$ cat src/rtl/abu_pkg.sv
// Package: register map, field positions, vectors and reset values
package abu_pkg;

    // ************************************************************
    // Register offsets (byte addresses, one word each)
    // ************************************************************
    localparam logic [7:0] OFF_STATUS_CONTROL = 8'h00;
    localparam logic [7:0] OFF_ADDRESS_HIGH   = 8'h04;
    localparam logic [7:0] OFF_ADDRESS_LOW    = 8'h08;
    localparam logic [7:0] OFF_IRQ_STATUS     = 8'h0C;
    localparam logic [7:0] OFF_IRQ_ENABLE     = 8'h10;
    localparam logic [7:0] OFF_IRQ_CLEAR      = 8'h14;

    // ************************************************************
    // Field positions
    // ************************************************************
    localparam int BIT_ENABLE = 7;
    localparam int BIT_ACTIVE = 6;
    localparam int IRQ_MATCH  = 0;
    localparam int IRQ_SOFT   = 1;
    localparam int IRQ_END    = 2;
    localparam int IRQ_W      = 3;

    // ************************************************************
    // Reset values and vectors
    // ************************************************************
    localparam logic [7:0]  RST_BYTE        = 8'h00;
    localparam logic [15:0] VEC_USER        = 16'hFFFC;
    localparam logic [15:0] VEC_MONITOR     = 16'hFEFC;
    localparam logic [7:0]  SOFT_INT_OPCODE = 8'h83;

endpackage : abu_pkg

$ cat src/rtl/abu_top.sv
// Address breakpoint unit with APB register slave
`timescale 1ns/1ps
`default_nettype none

module abu_top (
    input  wire logic        pclk,
    input  wire logic        presetn,
    input  wire logic        psel,
    input  wire logic        penable,
    input  wire logic        pwrite,
    input  wire logic [7:0]  paddr,
    input  wire logic [31:0] pwdata,
    output logic      [31:0] prdata,
    output logic             pready,
    output logic             pslverr,
    input  wire logic [15:0] cpu_address,
    input  wire logic        cpu_address_valid,
    input  wire logic        cpu_last_cycle,
    input  wire logic        cpu_return_from_interrupt,
    input  wire logic        monitor_mode,
    input  wire logic        wait_mode,
    input  wire logic        stop_mode,
    input  wire logic        test_high_voltage_pin,
    output logic             break_request,
    output logic             break_state,
    output logic [15:0]      break_vector,
    output logic [7:0]       software_interrupt_opcode,
    output logic             timer_halt,
    output logic             watchdog_disable,
    output logic             irq
);

    // ************************************************************
    // Registers and state
    // ************************************************************
    logic        break_enable_bit;
    logic        break_active_flag;
    logic [7:0]  break_address_high;
    logic [7:0]  break_address_low;
    logic [2:0]  irq_status;
    logic [2:0]  irq_enable;
    logic        pending;
    logic [2:0]  hv_sync;
    logic        hv_level;

    typedef enum logic [1:0] {
        ABU_IDLE  = 2'b01,
        ABU_BREAK = 2'b10
    } abu_state_t;
    abu_state_t state;

    // Bus strobes and break conditions
    logic wr_access;
    logic rd_access;
    logic addr_ok;
    logic hit;
    logic soft_set;
    logic start_break;
    logic end_break;

    // Known offset decode
    function automatic logic abu_mapped(input logic [7:0] a);
        abu_mapped = (a == abu_pkg::OFF_STATUS_CONTROL) ||
                     (a == abu_pkg::OFF_ADDRESS_HIGH) ||
                     (a == abu_pkg::OFF_ADDRESS_LOW) ||
                     (a == abu_pkg::OFF_IRQ_STATUS) ||
                     (a == abu_pkg::OFF_IRQ_ENABLE) ||
                     (a == abu_pkg::OFF_IRQ_CLEAR);
    endfunction : abu_mapped

    assign wr_access = psel && penable && pwrite;
    assign rd_access = psel && penable && !pwrite;
    assign addr_ok   = abu_mapped(paddr);
    assign soft_set  = wr_access && (paddr == abu_pkg::OFF_STATUS_CONTROL)
                       && pwdata[abu_pkg::BIT_ACTIVE];

    assign hit = break_enable_bit && cpu_address_valid && !stop_mode &&
                 (cpu_address == {break_address_high, break_address_low});

    // last-cycle match starts now
    // A remembered match is dropped once breaks are disabled
    assign start_break = (state == ABU_IDLE) && !stop_mode &&
                         ((hit && cpu_last_cycle) ||
                          (pending && break_enable_bit && cpu_last_cycle)
                          || soft_set);
    assign end_break = (state == ABU_BREAK) && cpu_return_from_interrupt;

    // ************************************************************
    // Test voltage synchroniser
    // ************************************************************
    // Three stages; level changes when stages two and three agree
    always_ff @(posedge pclk or negedge presetn) begin
        if (!presetn) begin
            hv_sync  <= 3'h0;
            hv_level <= 1'b0;
        end else begin
            hv_sync <= {hv_sync[1:0], test_high_voltage_pin};
            if (hv_sync[1] == hv_sync[2]) begin
                hv_level <= hv_sync[2];
            end
        end
    end

    // ************************************************************
    // Control and status register
    // ************************************************************
    // enable bit at bit seven
    always_ff @(posedge pclk or negedge presetn) begin
        if (!presetn) begin
            break_enable_bit <= 1'b0;
        end else if (wr_access && paddr == abu_pkg::OFF_STATUS_CONTROL) begin
            break_enable_bit <= pwdata[abu_pkg::BIT_ENABLE];
        end
    end

    always_ff @(posedge pclk or negedge presetn) begin
        if (!presetn) begin
            break_active_flag <= 1'b0;
        end else if (hit || soft_set) begin
            break_active_flag <= 1'b1;
        end else if (wr_access && paddr == abu_pkg::OFF_STATUS_CONTROL) begin
            break_active_flag <= 1'b0;
        end
    end

    always_ff @(posedge pclk or negedge presetn) begin
        if (!presetn) begin
            break_address_high <= abu_pkg::RST_BYTE;
            break_address_low  <= abu_pkg::RST_BYTE;
        end else if (wr_access) begin
            if (paddr == abu_pkg::OFF_ADDRESS_HIGH) begin
                break_address_high <= pwdata[7:0];
            end
            if (paddr == abu_pkg::OFF_ADDRESS_LOW) begin
                break_address_low <= pwdata[7:0];
            end
        end
    end

    // ************************************************************
    // Break sequencer
    // ************************************************************
    // Match mid-instruction waits for the instruction boundary
    always_ff @(posedge pclk or negedge presetn) begin
        if (!presetn) begin
            pending <= 1'b0;
        end else if (start_break || state == ABU_BREAK) begin
            pending <= 1'b0;
        end else if (!break_enable_bit) begin
            pending <= 1'b0;
        end else if (hit) begin
            pending <= 1'b1;
        end
    end

    // Break state machine
    always_ff @(posedge pclk or negedge presetn) begin
        if (!presetn) begin
            state <= ABU_IDLE;
        end else begin
            unique case (state)
                ABU_IDLE: begin
                    if (start_break) begin
                        state <= ABU_BREAK;
                    end
                end
                ABU_BREAK: begin
                    if (end_break) begin
                        state <= ABU_IDLE;
                    end
                end
                default: state <= ABU_IDLE;
            endcase
        end
    end

    always_ff @(posedge pclk or negedge presetn) begin
        if (!presetn) begin
            break_request             <= 1'b0;
            break_state               <= 1'b0;
            break_vector              <= abu_pkg::VEC_USER;
            software_interrupt_opcode <= abu_pkg::SOFT_INT_OPCODE;
            timer_halt                <= 1'b0;
            watchdog_disable          <= 1'b0;
        end else begin
            break_request    <= start_break;
            break_state      <= (state == ABU_BREAK) ? !end_break : start_break;
            break_vector     <= monitor_mode ? abu_pkg::VEC_MONITOR
                                             : abu_pkg::VEC_USER;
            software_interrupt_opcode <= abu_pkg::SOFT_INT_OPCODE;
            timer_halt       <= (state == ABU_BREAK) ? !end_break : start_break;
            watchdog_disable <= hv_level &&
                                ((state == ABU_BREAK) ? !end_break : start_break);
        end
    end

    // ************************************************************
    // Interrupt status, enable and clear
    // ************************************************************
    // Sticky events; set wins over clear
    always_ff @(posedge pclk or negedge presetn) begin
        if (!presetn) begin
            irq_status <= 3'h0;
            irq_enable <= 3'h0;
            irq        <= 1'b0;
        end else begin
            if (wr_access && paddr == abu_pkg::OFF_IRQ_ENABLE) begin
                irq_enable <= pwdata[2:0];
            end
            irq_status <= (irq_status &
                           ~((wr_access && paddr == abu_pkg::OFF_IRQ_CLEAR)
                             ? pwdata[2:0] : 3'h0))
                          | {end_break, soft_set && start_break,
                             hit && start_break && !soft_set};
            irq <= |(irq_status & irq_enable);
        end
    end

    // ************************************************************
    // APB slave: zero wait states
    // ************************************************************
    always_ff @(posedge pclk or negedge presetn) begin
        if (!presetn) begin
            prdata  <= 32'h0000_0000;
            pready  <= 1'b0;
            pslverr <= 1'b0;
        end else begin
            pready  <= psel && !penable;
            pslverr <= psel && !penable && !abu_mapped(paddr);
            prdata  <= 32'h0000_0000;
            if (psel && !penable && !pwrite) begin
                unique case (paddr)
                    abu_pkg::OFF_STATUS_CONTROL:
                        prdata[7:0] <= {break_enable_bit, break_active_flag,
                                        6'h00};
                    abu_pkg::OFF_ADDRESS_HIGH: prdata[7:0] <= break_address_high;
                    abu_pkg::OFF_ADDRESS_LOW:  prdata[7:0] <= break_address_low;
                    abu_pkg::OFF_IRQ_STATUS:   prdata[2:0] <= irq_status;
                    abu_pkg::OFF_IRQ_ENABLE:   prdata[2:0] <= irq_enable;
                    default:                   prdata      <= 32'h0000_0000;
                endcase
            end
        end
    end

    // ************************************************************
    // Assertions
    // ************************************************************
    a_req_vector: assert property (@(posedge pclk) disable iff (!presetn)
        break_request |-> break_vector ==
            ($past(monitor_mode) ? abu_pkg::VEC_MONITOR : abu_pkg::VEC_USER))
        else $error("wrong break vector");
    a_last_cycle: assert property (@(posedge pclk) disable iff (!presetn)
        (hit && cpu_last_cycle && state == ABU_IDLE && !stop_mode)
        |=> break_request)
        else $error("last-cycle match did not break");
    a_soft_break: assert property (@(posedge pclk) disable iff (!presetn)
        (soft_set && state == ABU_IDLE && !stop_mode) |=> break_request)
        else $error("software write did not break");
    a_flag_set: assert property (@(posedge pclk) disable iff (!presetn)
        hit |=> break_active_flag)
        else $error("active flag not set by match");
    a_enable_gate: assert property (@(posedge pclk) disable iff (!presetn)
        (!break_enable_bit && !soft_set) |=> !break_request)
        else $error("break while disabled");
    a_rti_end: assert property (@(posedge pclk) disable iff (!presetn)
        end_break |=> (!break_state && state == ABU_IDLE))
        else $error("return did not end break");
    a_break_pulse: assert property (@(posedge pclk) disable iff (!presetn)
        break_request |=> !break_request)
        else $error("break request longer than one cycle");
    a_state_rise: assert property (@(posedge pclk) disable iff (!presetn)
        break_request |-> break_state)
        else $error("break state not raised with request");
    a_flag_clear: assert property (@(posedge pclk) disable iff (!presetn)
        (wr_access && paddr == abu_pkg::OFF_STATUS_CONTROL &&
         !pwdata[abu_pkg::BIT_ACTIVE] && !hit) |=> !break_active_flag)
        else $error("active flag not cleared by write");
    a_enable_write: assert property (@(posedge pclk) disable iff (!presetn)
        (wr_access && paddr == abu_pkg::OFF_STATUS_CONTROL) |=>
        (break_enable_bit == $past(pwdata[abu_pkg::BIT_ENABLE])))
        else $error("enable bit not written");
    a_pending_drop: assert property (@(posedge pclk) disable iff (!presetn)
        !break_enable_bit |=> !pending)
        else $error("pending match kept while disabled");
    a_monitor_vec: assert property (@(posedge pclk) disable iff (!presetn)
        (break_state && $past(monitor_mode)) |->
        (break_vector == abu_pkg::VEC_MONITOR))
        else $error("monitor vector not used");
    a_pready_pulse: assert property (@(posedge pclk) disable iff (!presetn)
        pready |=> !pready)
        else $error("ready longer than one cycle");
    a_timer_halt: assert property (@(posedge pclk) disable iff (!presetn)
        timer_halt == break_state)
        else $error("timer halt not tied to break");
    a_wdog_off: assert property (@(posedge pclk) disable iff (!presetn)
        watchdog_disable |-> break_state)
        else $error("watchdog off outside break");
    a_stop_quiet: assert property (@(posedge pclk) disable iff (!presetn)
        (stop_mode && !soft_set) |=> !break_request)
        else $error("break in stop mode");
    c_match_break: cover property (@(posedge pclk) disable iff (!presetn)
        hit ##[1:20] break_request);
    c_soft_break: cover property (@(posedge pclk) disable iff (!presetn)
        soft_set ##1 break_request);
    c_full_cycle: cover property (@(posedge pclk) disable iff (!presetn)
        break_request ##[1:50] !break_state);
    c_irq: cover property (@(posedge pclk) disable iff (!presetn) irq);
    c_pending: cover property (@(posedge pclk) disable iff (!presetn)
        pending ##1 break_request);

endmodule : abu_top

`default_nettype wire

$ cat config.mk
export PLATFORM = sky130hd
export DESIGN_NAME = abu_top
export DESIGN_NICKNAME = d
export VERILOG_FILES = /design/src/rtl/abu_pkg.sv /design/src/rtl/abu_top.sv
export SDC_FILE = /design/constraint.sdc
export NUM_CORES = 1
export LEC_CHECK = 0
export BUFFER_PORTS_ARGS = -buffer_cell sky130_fd_sc_hd__buf_2
export CAP_MARGIN = 10
export CORE_UTILIZATION = 49
export DETAILED_ROUTE_END_ITERATION = 8
export GPL_ROUTABILITY_DRIVEN = 0
export PLACE_DENSITY = 0.93
export SLEW_MARGIN = 20
export SYNTH_ARGS = -nofsm -noshare
export SYNTH_HDL_FRONTEND = slang
export SYNTH_SLANG_ARGS = --single-unit
$ cat constraint.sdc
create_clock -name pclk -period 3.36 [get_ports pclk]
set_clock_uncertainty 0.05 [all_clocks]
set_input_delay 0.504 -clock pclk [delete_from_list [all_inputs] [get_ports pclk]]
set_output_delay 0.504 -clock pclk [all_outputs]
set_load 0.02 [all_outputs]
==> impl_metrics.env <==
export IMPL_status="finished clean"
export IMPL_cts_sinks=46
export IMPL_cts_root_buf="clkbuf_8"
export IMPL_crit_path_end_kind="flop"
export IMPL_finalSetupTns_ns=0
export IMPL_ys_flop_type="dfrtp_1"
export IMPL_clock_path_buffers=2
export IMPL_drt_iter0_markers=85
export IMPL_clockPowerShare_pct=31.5
export IMPL_ios=131
export IMPL_antenna_cells=0
export IMPL_use_met3_pct=4.88
export IMPL_grt_util_met2_pct=34.6
export IMPL_start_util_pct=50.7
export IMPL_fin_crit_sh_pct=53.3
export IMPL_grt_max_degree=47
export IMPL_clk_pin_slew_ns=0.08
export IMPL_overflow=0
export IMPL_synthMuxAreaShare_pct=11.2
export IMPL_yosys_area_share_simple_pct=14.5
export IMPL_drive_gt1_share_pct=33.3
export IMPL_vias=1836
export IMPL_cap_violations=0
export IMPL_synth_cell_types=42
export IMPL_drt_pass1_iterations=5
export IMPL_synth_enable_flop_cells=0
export IMPL_dieHeight_microns=74.4
export IMPL_cellPowerDensity_mw_per_mm2=365
export IMPL_synth_top_cell_by_area="dfrtp_1"
export IMPL_yosysTopAreaCellShare_pct=42.8
export IMPL_comb_power_share_pct=13.4
export IMPL_cts_resized=0
export IMPL_cts_buffers=5
export IMPL_syn_inst=235
export IMPL_syn_area_per_cell_sq_um=10.9
export IMPL_yosysSeqAreaShare_pct=44.9
export IMPL_ys_async_sr_fraction_pct=100
export IMPL_nets=361
export IMPL_dp_slack_ns=1.28
export IMPL_numPortBuffers=58
export IMPL_hold_class="primary input to asynchronous set/reset pin"
export IMPL_synth_compound_area_share_pct=7.01
export IMPL_max_freq_mhz=558
export IMPL_cp_start_kind="primary input"
export IMPL_clk_latency_ns=0.30
export IMPL_synth_cell_area_sq_mm=0.00257
export IMPL_cts_setup_buffers=0
export IMPL_critPathKind="primary input to flop"
export IMPL_vias_per_cell=5.04
export IMPL_tightest_slew_ns=0.576
export IMPL_cp_max_fo=8
export IMPL_grt_pass1_wl_microns=8200
export IMPL_die_area_sq_mm=0.00554
export IMPL_drc=0
export IMPL_antenna_left=0
export IMPL_min_period_ns=1.79
export IMPL_switching_share_pct=27.3
export IMPL_h_tree_depth=2
export IMPL_setup_violations=0
export IMPL_slew_viol_final=0
export IMPL_die_w_microns=74.4
export IMPL_wl_per_cell_microns=13.9
export IMPL_area_delta_synth_final_pct=9.78
export IMPL_grt_busiest_layer="met2"
export IMPL_power_internal_mw=0.748
export IMPL_slew_headroom_pct=61.3
export IMPL_rows=26
export IMPL_p_seq_share_pct=55.2
export IMPL_fin_ws_ns=1.57
export IMPL_synthTopCellsByArea="dfrtp_1 (43%), buf_4 (14%), mux2_2 (10%)"
export IMPL_cp_required_ns=3.49
export IMPL_core_area_sq_mm=0.00507
export IMPL_tritoncts="built"
export IMPL_grt_usage_pct=19.9
export IMPL_yosys_warnings=0
export IMPL_dp_hpwl_microns=3890
export IMPL_multi_input_area_sq_mm=0.00118
export IMPL_gr_usage_met1_pct=23.6
export IMPL_power_leakage_nw=1.49
export IMPL_ys_ff_latch=46
export IMPL_synthAdderAreaFrac_pct=0.389
export IMPL_hold_violations=0
export IMPL_wl_microns=5070
export IMPL_synth_top_family_by_area="buffers and inverters"
export IMPL_switchingPower_mw=0.281
export IMPL_grt_antenna_before_repair=0
export IMPL_grt_pass1_vias=1747
export IMPL_ctsHoldBuffers=0
export IMPL_synth_xor_area_share_pct=5.79
export IMPL_rsz0062_at_grt="false"
export IMPL_peakVddDrop_mv=0.206
export IMPL_area_sequential_sq_mm=0.00115
export IMPL_worst_ep_arrival_time_ns=1.92
export IMPL_n_fill_cell=458
==> sequential cells by signal (all words and copies together), names as in the netlist, 2 cells and up <==
name	flops
irq_enable	3
hv_sync	3
state	2
irq_status	3
prdata	8
break_address_low	8
break_address_high	8
==> cell usage in the layout, fill, tap and decap left out, drive strengths merged <==
cell type / netlist / layout
buf: 50 / 58
conb: 2 / 47
dfrtp: 44 / 44
mux2: 23 / 23
xor2: 17 / 17
nor2: 13 / 13
inv: 8 / 8
o21ai: 8 / 8
clkbuf: 2 / 8
a22oi: 6 / 6
nand2: 6 / 6
nor2b: 5 / 5
nand4: 4 / 4
nor4: 4 / 4
a22o: 4 / 4
nand3: 4 / 4
nor3: 4 / 4
mux2i: 3 / 3
nor3b: 3 / 3
and4b: 3 / 3
and4: 2 / 2
nand2b: 2 / 2
or4: 2 / 2
a21oi: 2 / 2
dfstp: 2 / 2
nor4b: 1 / 1
and4bb: 1 / 1
and3: 1 / 1
nand3b: 1 / 1
o211ai: 1 / 1
and2: 1 / 1
a222oi: 1 / 1
a31oi: 1 / 1
a211oi: 1 / 1
o22ai: 1 / 1
maj3: 1 / 1
o21a: 1 / 1
==> synthesized netlist by cell type, types with 3 or more instances <==
library cell / count
nor2_1: 13
inv_1: 8
nor4_1: 4
mux2i_1: 3
buf_4: 48
nand4_1: 4
dfrtp_1: 44
mux2_2: 23
a22oi_1: 6
xor2_1: 17
nand3_1: 4
nand2_1: 4
o21ai_0: 8
a22o_1: 4
nor2b_1: 5
==> routing by layer <==
| layer | share of wire [%] | vias to the layer above | wire length (microns) |
|---|---|---|---|
| met2 | 51 | 104 | 2590 |
| met4 | 1.8 | 0 | 93 |
| met1 | 39 | 883 | 1990 |
| li1 | - | 837 | - |
| met5 | 0 | - | 0 |
| met3 | 7.7 | 12 | 392 |
==> cell type report <==
type / count / share of cell area (%)
Timing Repair Buffer: 58 / 10.4
Tap cell: 70 / 3.10
Inverter: 8 / 1.06
Multi-Input combinational cell: 174 / 41.8
Sequential cell: 46 / 40.9
Clock buffer: 8 / 2.84
==> critical path: stages <==
cell and delay (ns):
buf_2 0.12, nor3_4 0.30, nand2_2 0.12, nor3b_4 0.48, mux2_2 0.40
==> power by group through the flow <==
stage | clock network [mW] | registers (mW) | logic (mW)
after floorplan | 0 | 0.580 | 0.124
after global placement | 0 | 0.578 | 0.135
after detailed placement | 0 | 0.579 | 0.136
after CTS | 0.329 | 0.568 | 0.137
after global routing | 0.356 | 0.569 | 0.153
final | 0.324 | 0.568 | 0.138
==> stage by stage <==
| step | hold slack, ns | power [mW] | util, % | std cells | cell area, sq um |
|---|---|---|---|---|---|
| 2_1_floorplan | 0.158 | 0.704 | - | 280 | 2740 |
| 3_5_place_dp | 0.286 | 0.715 | 54.0 | 356 | 2740 |
| 5_1_grt | 0.183 | 1.08 | 55.6 | 364 | 2820 |
| 4_1_cts | 0.247 | 1.03 | 55.6 | 364 | 2820 |
| 3_3_place_gp | 0.282 | 0.713 | 54.0 | 356 | 2740 |
| 6_report | 0.131 | 1.03 | 55.6 | 364 | 2820 |
==> kinds of logic (layout without fill, tap and decap cells) <==
| family | Yosys count | after routing |
|---|---|---|
| muxes | 26 | 26 |
| adders and majority gates | 1 | 1 |
| xor gates and xnor gates | 17 | 17 |
| other | 2 | 47 |
| and+or+nand+nor | 57 | 57 |
| buffers and inverters | 60 | 74 |
| DFF | 46 | 46 |
| AOI/OAI and AO/OA | 26 | 26 |
==> path summary, 6_finish.rpt <==
path	startpoint	to	slack [ns]	cells after the start
max in group asynchronous	presetn	break_vector[8]	2.73	1
min reg2reg	hv_sync[0]	hv_sync[1]	0.31	0
max	paddr[5]	break_address_high[1]	1.57	5
min in group pclk	monitor_mode	break_vector[8]	0.25	2
min	presetn	pready	0.13	1
max reg2reg	break_address_high[0]	break_active_flag	1.76	4
(Power assumes the default switching activity.)
